**src/design/usbf_pkg.sv**
```systemverilog
// constants shared by the usb transceiver front end modules
package usbf_pkg;

  // reference edges per bit: 48 MHz -> 12 MHz and 6 MHz -> 1.5 MHz
  localparam int unsigned REF_PER_BIT      = 4;
  localparam int unsigned PHASE_W          = 2;
  localparam logic [1:0]  PHASE_TX         = 2'h3;
  localparam logic [1:0]  PHASE_SAMPLE     = 2'h1;
  localparam logic [1:0]  PHASE_RESYNC     = 2'h3;
  localparam logic [1:0]  PHASE_RESET      = 2'h0;

  // bus inactivity before suspend, in its own unit
  localparam int unsigned SUSP_TIME_US     = 3000;
  localparam int unsigned FS_BIT_RATE_KHZ  = 12000;
  localparam int unsigned LS_BIT_RATE_KHZ  = 1500;
  // least time rounds up to whole bit times
  localparam int unsigned SUSP_FS_BITS =
    (SUSP_TIME_US * FS_BIT_RATE_KHZ + 999) / 1000;
  localparam int unsigned SUSP_LS_BITS =
    (SUSP_TIME_US * LS_BIT_RATE_KHZ + 999) / 1000;
  localparam int unsigned SUSP_CNT_W       = 16;

  // speed select encoding
  localparam logic        SPEED_FULL       = 1'h1;

  // transmit symbol: bit 1 marks end of packet, bit 0 is the data bit
  localparam int unsigned TX_SYM_W         = 2;
  localparam int unsigned TX_EOP_POS       = 1;
  localparam int unsigned TX_BIT_POS       = 0;

  // end of packet: two bit times of se0 then one of idle
  localparam logic [1:0]  EOP_SE0_BITS     = 2'h2;
  localparam logic [1:0]  EOP_J_BITS       = 2'h1;

  // buffer depth in the transmit path
  localparam int unsigned TX_BUF_DEPTH     = 2;

  typedef enum logic [1:0] {
    USBF_TX_IDLE,
    USBF_TX_DATA,
    USBF_TX_SE0,
    USBF_TX_J
  } usbf_tx_state_e;

endpackage : usbf_pkg

```
**src/design/usbf_stream_if.sv**
```systemverilog
// valid/ready stream carrier between the front end and its buffer
`timescale 1ns/1ns
interface usbf_stream_if #(
  parameter int unsigned WIDTH = 2
);
  logic             valid;
  logic             ready;
  logic [WIDTH-1:0] data;

  modport src (output valid, output data, input ready);
  modport snk (input valid, input data, output ready);
endinterface : usbf_stream_if

```
**src/design/usbf_front_end.sv**
```systemverilog
// pin level logic between the usb core and an analog transceiver
`timescale 1ns/1ns
module usbf_front_end
  import usbf_pkg::*;
#(
  parameter int unsigned SUSP_FS_COUNT = SUSP_FS_BITS,
  parameter int unsigned SUSP_LS_COUNT = SUSP_LS_BITS
)
(
  input  wire logic                sys_clk,
  input  wire logic                rst_n,
  input  wire logic                ref_clk_in,
  input  wire logic                speed_select_bit,
  input  wire logic                received_dplus,
  input  wire logic                received_dminus,
  input  wire logic                rx_diff_data,
  input  wire logic                tx_valid,
  input  wire logic [TX_SYM_W-1:0] tx_data,
  output logic                     tx_ready,
  output logic                     rx_valid,
  output logic                     rx_bit,
  output logic                     rx_se0,
  output logic                     transceiver_speed,
  output logic                     suspend_indicator,
  output logic                     transmit_dplus,
  output logic                     transmit_dminus,
  output logic                     transmit_enable_n
);
  usbf_stream_if #(.WIDTH(TX_SYM_W)) fill_if ();
  usbf_stream_if #(.WIDTH(TX_SYM_W)) drain_if ();

  logic                  dplus_q_reg;
  logic                  dminus_q_reg;
  logic                  rxd_q_reg;
  logic                  se0_q_reg;
  logic                  line_q_reg;
  logic                  se0_prev_reg;
  logic                  line_prev_reg;
  logic                  last_level_reg;
  logic                  activity;
  logic                  realign;
  logic                  tx_tick;
  logic                  sample_tick;
  logic                  low_speed;
  logic [SUSP_CNT_W-1:0] idle_cnt_reg;
  logic [SUSP_CNT_W-1:0] idle_limit;
  logic                  suspended_reg;
  usbf_tx_state_e        tx_state_reg;
  logic [1:0]            eop_cnt_reg;
  logic                  nrzi_level_reg;
  logic                  take_sym;
  logic                  sym_eop;
  logic                  sym_bit;
  logic                  dp_next;
  logic                  dm_next;

  // buffer fill side faces the core directly
  assign fill_if.valid = tx_valid;
  assign fill_if.data  = tx_data;
  assign tx_ready      = fill_if.ready; // registered flag inside the buffer

  usbf_buf #(
    .WIDTH (TX_SYM_W),
    .DEPTH (TX_BUF_DEPTH)
  ) u_buf (
    .sys_clk (sys_clk),
    .rst_n   (rst_n),
    .fill    (fill_if),
    .drain   (drain_if)
  );

  usbf_bit_clk u_bit_clk (
    .sys_clk     (sys_clk),
    .rst_n       (rst_n),
    .ref_clk_in  (ref_clk_in),
    .resync      (realign),
    .tx_tick     (tx_tick),
    .sample_tick (sample_tick)
  );

  // pin inputs taken once into flops
  always_ff @(posedge sys_clk)
  begin
    if (!rst_n)
    begin
      dplus_q_reg  <= 1'b1;
      dminus_q_reg <= 1'b0;
      rxd_q_reg    <= 1'b1;
    end
    else
    begin
      dplus_q_reg  <= received_dplus;
      dminus_q_reg <= received_dminus;
      rxd_q_reg    <= rx_diff_data;
    end
  end

  // line state: se0 from the single ended pair, level from the receiver
  always_ff @(posedge sys_clk)
  begin
    if (!rst_n)
    begin
      se0_q_reg     <= 1'b0;
      line_q_reg    <= 1'b1;
      se0_prev_reg  <= 1'b0;
      line_prev_reg <= 1'b1;
    end
    else
    begin
      se0_q_reg     <= !dplus_q_reg && !dminus_q_reg;
      line_q_reg    <= rxd_q_reg;
      se0_prev_reg  <= se0_q_reg;
      line_prev_reg <= line_q_reg;
    end
  end

  // any change of line state counts as activity and, while not sending, realigns the bit clock
  assign activity = (se0_q_reg != se0_prev_reg) ||
                    (line_q_reg != line_prev_reg);

  // our own echo must not realign the bit clock, or sent bits would jitter
  assign realign = activity && (tx_state_reg == USBF_TX_IDLE);

  // received bits to the core, nrzi decoded; no stall is possible here,
  // since the wire cannot be paused, so the core must take every bit
  always_ff @(posedge sys_clk)
  begin
    if (!rst_n)
    begin
      rx_valid       <= 1'b0;
      rx_bit         <= 1'b0;
      rx_se0         <= 1'b0;
      last_level_reg <= 1'b1;
    end
    else
    begin
      rx_valid <= sample_tick && (tx_state_reg == USBF_TX_IDLE);
      if (sample_tick)
      begin
        rx_se0         <= se0_q_reg;
        rx_bit         <= (line_q_reg == last_level_reg);
        last_level_reg <= se0_q_reg ? !low_speed : line_q_reg;
      end
    end
  end

  // speed select pin follows the control bit
  always_ff @(posedge sys_clk)
  begin
    if (!rst_n)
      transceiver_speed <= SPEED_FULL;
    else
      transceiver_speed <= speed_select_bit;
  end

  assign low_speed  = (transceiver_speed != SPEED_FULL);
  assign idle_limit = low_speed ? SUSP_CNT_W'(SUSP_LS_COUNT)
                                : SUSP_CNT_W'(SUSP_FS_COUNT);

  // inactivity counted in bit times; own transmission is activity too
  always_ff @(posedge sys_clk)
  begin
    if (!rst_n)
      idle_cnt_reg <= '0;
    else if (activity || (tx_state_reg != USBF_TX_IDLE))
      idle_cnt_reg <= '0;
    else if (tx_tick && (idle_cnt_reg != idle_limit))
      idle_cnt_reg <= idle_cnt_reg + SUSP_CNT_W'(1);
  end

  // suspend entry at the limit, exit on any bus activity such as resume
  always_ff @(posedge sys_clk)
  begin
    if (!rst_n)
      suspended_reg <= 1'b0;
    else if (activity)
      suspended_reg <= 1'b0;
    else if (idle_cnt_reg >= idle_limit)
      suspended_reg <= 1'b1;
  end

  always_ff @(posedge sys_clk)
  begin
    if (!rst_n)
      suspend_indicator <= 1'b0;
    else
      suspend_indicator <= suspended_reg;
  end

  // a symbol is taken only on a bit tick while sending may go on;
  // suspend blocks the start of a packet
  assign take_sym = tx_tick && drain_if.valid && !suspended_reg &&
                    ((tx_state_reg == USBF_TX_IDLE) ||
                     (tx_state_reg == USBF_TX_DATA));
  assign drain_if.ready = take_sym;
  assign sym_eop = drain_if.data[TX_EOP_POS];
  assign sym_bit = drain_if.data[TX_BIT_POS];

  // transmit sequencer; an underrun mid packet ends it with an eop
  always_ff @(posedge sys_clk)
  begin
    if (!rst_n)
    begin
      tx_state_reg <= USBF_TX_IDLE;
      eop_cnt_reg  <= '0;
    end
    else
    begin
      case (tx_state_reg)
        USBF_TX_IDLE:
        begin
          if (take_sym && !sym_eop)
            tx_state_reg <= USBF_TX_DATA;
        end
        USBF_TX_DATA:
        begin
          if (tx_tick && (!take_sym || sym_eop))
          begin
            tx_state_reg <= USBF_TX_SE0;
            eop_cnt_reg  <= EOP_SE0_BITS - 2'h1;
          end
        end
        USBF_TX_SE0:
        begin
          if (tx_tick)
          begin
            if (eop_cnt_reg == '0)
            begin
              tx_state_reg <= USBF_TX_J;
              eop_cnt_reg  <= EOP_J_BITS - 2'h1;
            end
            else
              eop_cnt_reg <= eop_cnt_reg - 2'h1;
          end
        end
        USBF_TX_J:
        begin
          if (tx_tick)
          begin
            if (eop_cnt_reg == '0)
              tx_state_reg <= USBF_TX_IDLE;
            else
              eop_cnt_reg <= eop_cnt_reg - 2'h1;
          end
        end
        default:
          tx_state_reg <= USBF_TX_IDLE;
      endcase
    end
  end

  // nrzi: a zero toggles the line, a one holds it; idle level is j
  always_ff @(posedge sys_clk)
  begin
    if (!rst_n)
      nrzi_level_reg <= 1'b1;
    else if (take_sym && !sym_eop && !sym_bit)
      nrzi_level_reg <= !nrzi_level_reg;
    else if ((tx_state_reg == USBF_TX_SE0) || (tx_state_reg == USBF_TX_IDLE))
      nrzi_level_reg <= 1'b1;
  end

  // j is d+ high at full speed and d- high at low speed
  always_comb
  begin
    dp_next = nrzi_level_reg ^ low_speed;
    dm_next = !(nrzi_level_reg ^ low_speed);
    if (tx_state_reg == USBF_TX_SE0)
    begin
      dp_next = 1'b0;
      dm_next = 1'b0;
    end
  end

  // driven pair and active low enable, all from flops
  always_ff @(posedge sys_clk)
  begin
    if (!rst_n)
    begin
      transmit_dplus    <= 1'b1;
      transmit_dminus   <= 1'b0;
      transmit_enable_n <= 1'b1;
    end
    else
    begin
      transmit_dplus    <= dp_next;
      transmit_dminus   <= dm_next;
      transmit_enable_n <= (tx_state_reg == USBF_TX_IDLE);
    end
  end
endmodule : usbf_front_end

```
**src/design/usbf_buf.sv**
```systemverilog
// small fifo buffer with registered valid and ready flags
`timescale 1ns/1ns
module usbf_buf
  import usbf_pkg::*;
#(
  parameter int unsigned WIDTH = TX_SYM_W,
  parameter int unsigned DEPTH = TX_BUF_DEPTH
)
(
  input wire logic   sys_clk,
  input wire logic   rst_n,
  usbf_stream_if.snk fill,
  usbf_stream_if.src drain
);
  localparam int unsigned AW = (DEPTH > 1) ? $clog2(DEPTH) : 1;
  localparam int unsigned CW = $clog2(DEPTH + 1);

  logic [WIDTH-1:0] mem_reg [DEPTH];
  logic [AW-1:0]    wr_ptr_reg;
  logic [AW-1:0]    rd_ptr_reg;
  logic [CW-1:0]    count_reg;
  logic [CW-1:0]    count_next;
  logic             room_reg;
  logic             empty_reg;
  logic             push;
  logic             pop;

  // flags are flops so the ready seen by the source is registered
  assign push        = fill.valid && room_reg;
  assign pop         = drain.ready && !empty_reg;
  assign fill.ready  = room_reg; // straight from a flop, low during reset
  assign drain.valid = !empty_reg;
  assign drain.data  = mem_reg[rd_ptr_reg];

  always_comb
  begin
    count_next = count_reg;
    if (push && !pop)
      count_next = count_reg + CW'(1);
    else if (pop && !push)
      count_next = count_reg - CW'(1);
  end

  // storage; one entry per slot
  always_ff @(posedge sys_clk)
  begin
    if (push)
      mem_reg[wr_ptr_reg] <= fill.data;
  end

  // pointers wrap at the depth, which need not be a power of two
  always_ff @(posedge sys_clk)
  begin
    if (!rst_n)
    begin
      wr_ptr_reg <= '0;
      rd_ptr_reg <= '0;
    end
    else
    begin
      if (push)
        wr_ptr_reg <= (wr_ptr_reg == AW'(DEPTH - 1)) ? '0
                                                     : wr_ptr_reg + AW'(1);
      if (pop)
        rd_ptr_reg <= (rd_ptr_reg == AW'(DEPTH - 1)) ? '0
                                                     : rd_ptr_reg + AW'(1);
    end
  end

  // occupancy and flags
  always_ff @(posedge sys_clk)
  begin
    if (!rst_n)
    begin
      count_reg <= '0;
      room_reg  <= 1'b0;
      empty_reg <= 1'b1;
    end
    else
    begin
      count_reg <= count_next;
      room_reg  <= (count_next != CW'(DEPTH));
      empty_reg <= (count_next == '0);
    end
  end
endmodule : usbf_buf

```
**src/design/usbf_bit_clk.sv**
```systemverilog
// bit clock enables derived from the usb reference clock input
`timescale 1ns/1ns
module usbf_bit_clk
  import usbf_pkg::*;
(
  input  wire logic sys_clk,
  input  wire logic rst_n,
  input  wire logic ref_clk_in,
  input  wire logic resync,
  output logic      tx_tick,
  output logic      sample_tick
);
  logic               ref_q_reg;
  logic               ref_qq_reg;
  logic               ref_edge;
  logic [PHASE_W-1:0] phase_reg;

  // reference is sampled as an ordinary input; 125 MHz sees every edge
  assign ref_edge = ref_q_reg && !ref_qq_reg;

  always_ff @(posedge sys_clk)
  begin
    if (!rst_n)
    begin
      ref_q_reg  <= 1'b0;
      ref_qq_reg <= 1'b0;
    end
    else
    begin
      ref_q_reg  <= ref_clk_in;
      ref_qq_reg <= ref_q_reg;
    end
  end

  // divide by four; a line transition realigns so sampling lands mid bit
  always_ff @(posedge sys_clk)
  begin
    if (!rst_n)
      phase_reg <= PHASE_RESET;
    else if (resync)
      phase_reg <= PHASE_RESYNC;
    else if (ref_edge)
      phase_reg <= phase_reg + PHASE_W'(1);
  end

  // one cycle enables, one each per bit time
  always_ff @(posedge sys_clk)
  begin
    if (!rst_n)
    begin
      tx_tick     <= 1'b0;
      sample_tick <= 1'b0;
    end
    else
    begin
      tx_tick     <= ref_edge && !resync && (phase_reg == PHASE_TX);
      sample_tick <= ref_edge && !resync && (phase_reg == PHASE_SAMPLE);
    end
  end
endmodule : usbf_bit_clk

```
**config.mk**
```make
export PLATFORM = sky130hd
export DESIGN_NAME = usbf_front_end
export DESIGN_NICKNAME = d
export VERILOG_FILES = /design/src/design/usbf_pkg.sv /design/src/design/usbf_stream_if.sv /design/src/design/usbf_front_end.sv /design/src/design/usbf_buf.sv /design/src/design/usbf_bit_clk.sv
export SDC_FILE = /design/constraint.sdc
export NUM_CORES = 1
export LEC_CHECK = 0
export CAP_MARGIN = 20
export CORE_UTILIZATION = 46
export CTS_BUF_LIST = sky130_fd_sc_hd__clkbuf_8
export CTS_CLUSTER_DIAMETER = 50
export DETAILED_ROUTE_END_ITERATION = 7
export DONT_BUFFER_PORTS = 1
export PLACE_DENSITY = 0.72
export SLEW_MARGIN = 40
export SYNTH_ARGS = -nofsm -noshare
export SYNTH_HDL_FRONTEND = slang
export SYNTH_HIERARCHICAL = 1
export SYNTH_SLANG_ARGS = --single-unit
```
**constraint.sdc**
```tcl
create_clock -name sys_clk -period 3.4 [get_ports sys_clk]
set_input_delay 0.17 -clock sys_clk [delete_from_list [all_inputs] [get_ports sys_clk]]
set_output_delay 0.17 -clock sys_clk [all_outputs]
set_load 0.05 [all_outputs]
```
==> flow_metrics.tcl <==
set metrics [dict create \
    hp-class "primary input to flop" \
    largest_reg_flops 16 \
    synth-adder-area-share_pct 8.908 \
    ys_ff_latch 55 \
    final_common_cell "dfxtp_1" \
    die_h_um 78.17 \
    row_count 27 \
    syn_nets 307 \
    antenna_cells 0 \
    cts.sinks 55 \
    setup_viol 0 \
    die_w_um 78.17 \
    fmax_mhz 473.5 \
    ir_drop_uv 275.8 \
    seq_area_frac_synth_pct 42.76 \
    async_flop_share_pct 0 \
    syn_to_final_growth_pct 9.048 \
    end_kind "flop" \
    max_cap_violations 0 \
    layout_common_cells "dfxtp_1, inv_1, nand2_1, ha_1, nor2_1" \
    vias 1951 \
    drc 0 \
    cp_cell_sequence "inv_1 -> ha_1 -> nand2_1 -> or3_1 -> or4_1 -> nand2_1" \
    numPortBuffers 0 \
    synth_xor_area_share_pct 5.298 \
    drive_gt1_share_pct 6.574 \
    syn_inst 278 \
    cts_made_buffers 5 \
    finClkSkew_ns 0.01180 \
    nets 317 \
    drv_slew 0 \
    total_power_w 0.001150 \
    synth_compound_area_share_pct 11.35 \
    power.density_mw_per_mm2 395.0 \
    drtIter0Drc 95 \
    ys.warnings.count 6 \
    cts_tree "built" \
    avgSynthCellArea_um2 9.600 \
    grt_pass1_wl_um 8300 \
    clkTransAtPathRegs_ns 0.10 \
    ios 19 \
    gr-total-overflow 0 \
    cpMostUsedCell "nand2_1" \
    drt-wirelength-per-cell_um 13.79 \
    cts.htree.levels 2 \
    die_area_mm2 0.006111 \
    min_period_over_period_pct 62.12 \
    grt_pass1_vias 1831 \
    arrival_ns 2.36 \
    drt_pass1_iterations 4 \
    slowest_delay_ns 0.57 \
    outcome "completed" \
    netlist_area_mm2 0.002669 \
    rsz0062_at_grt "no" \
    muxShareOfSynthArea_pct 3.094 \
    place.detailed.hpwl_um 3377 \
    routed_wl_um 4978 \
    worst_pin_slew_ns 0.6260 \
    drt-vias-per-instance 5.404 \
    slowest_stage "or4_1" \
    fill_cells 505 \
    synth_top_family_by_area "simple AND/OR/NAND/NOR gates" \
    ant_nets 0 \
    crit_required_ns 3.65 \
    grt_max_degree 28 \
    yosys.area_share.simple_pct 24.52 \
    slew-limit-headroom_pct 57.92 \
    post_cts_resized 0 \
    finalCoreUtilization_pct 52.53 \
    yosys.cell_types.count 52 \
    antenna_found_initial 0 \
    core_mm2 0.005540 \
    p_leak_nw 1.100 \
    hold_viol 0 \
    grt_usage_pct 17.10 \
    initial_utilization_pct 48.17 \
    worstPathMaxFanout 16 \
    clock_latency_ns 0.31 \
    tns_ns 0 \
    worst_setup_path_start_kind "flop" \
    synthFlopType "dfxtp_1" \
    fin_crit_ns 2.112 \
    worstSetupPathType "flop to flop" \
    root_buffer "clkbuf_8" \
    synth-edff-count 4 \
    gp_congestion 0.7433 \
    cts.path.max_buffers 2 \
]
-- cells by family (layout without fill, tap and decap cells) --
| logic type | count (synthesis) | count (layout) |
|---|---|---|
| simple gates | 110 | 110 |
| compound gates | 46 | 46 |
| fa+ha+maj | 19 | 19 |
| xor+xnor | 14 | 14 |
| flops | 55 | 55 |
| mux | 8 | 8 |
| buf+inv | 26 | 37 |
-- per-layer routing --
layer	vias up	global-route usage, %	routed length (um)
li1	1004	-	-
met1	911	21.30	2434
met2	29	28.25	2297
met3	7	4.884	189
met4	0	5.741	57
met5	-	0	0
-- through the flow --
stage                     hold WS (ns)  area (um^2)  setup slack, ns  std cells
after floorplan                 0.2430         2669            1.055        278
after detailed placement        0.2412         2729            1.159        344
final                         0.005947         2910            1.288        361
after global routing          0.003800         2910            1.152        361
after global placement          0.2387         2729            1.278        344
after CTS                    0.0006193         2899            1.144        360
-- area by class of cell --
class	count	area [um^2]	share of cell area, %
timing repair buffer	10	92.59	3.181
inverter	19	71.32	2.451
clock inverter	3	21.27	0.7309
multi-input combinational	197	1425	48.97
tap	72	90.09	3.095
clock buffer	5	68.82	2.365
sequential	55	1141	39.21
-- what timing repair did --
action,CTS,global route
setup buffers,0,0
hold buffers,8,1
setup endpoints to repair,0,0
hold endpoints to repair,31,1
-- path summary, 6_finish.rpt --
kind                    from  slack, ns  cells past startpoint         endpoint
min reg2reg     dminus_q_reg       0.40                      1        se0_q_reg
min                    rst_n      0.006                      2  tx_state_reg[1]
max          tx_state_reg[0]       1.29                      6  idle_cnt_reg[3]
max reg2reg  tx_state_reg[0]       1.29                      6  idle_cnt_reg[3]
-- cell usage after synthesis (2+ instances only) --
cell type | count | area share, %
o31a_1 | 2 | 0.66
nor2b_1 | 5 | 1.2
clkbuf_1 | 5 | 0.70
o311a_1 | 3 | 1.1
o21a_1 | 3 | 0.84
a21oi_1 | 9 | 1.7
o211a_1 | 2 | 0.75
nand2b_1 | 6 | 1.4
xor2_1 | 8 | 2.6
mux2i_1 | 6 | 2.3
o21ai_0 | 16 | 3.0
nor4b_1 | 2 | 0.66
or4_1 | 4 | 1.1
mux2_2 | 2 | 0.84
or3_1 | 8 | 1.9
edfxtp_1 | 4 | 4.5
inv_1 | 19 | 2.7
nand3b_1 | 4 | 1.1
nor3_1 | 7 | 1.3
nand4_1 | 5 | 1.2
nand2_1 | 19 | 2.7
nor2_1 | 17 | 2.4
dfxtp_1 | 51 | 38
nand3_1 | 4 | 0.75
nand4bb_1 | 5 | 2.1
xnor2_1 | 5 | 1.6
and3_1 | 3 | 0.70
and2_1 | 8 | 1.9
ha_1 | 19 | 8.9
nor4_1 | 4 | 0.94
a21o_1 | 2 | 0.56
-- report_power, final --
part           internal [W]  switching (W)
logic             0.0000421      0.0000509
registers          0.000670      0.0000247
clock network      0.000147       0.000215
-- worst max-delay path: cells and delay by family, from the launching register on --
family / cells / cell delay, ns
DFF: 1 / 0.36
adders and majority gates: 1 / 0.29
and+or+nand+nor: 4 / 1.30
buffers and inverters: 1 / 0.10
Note: power is estimated with default switching activity, not from simulation.
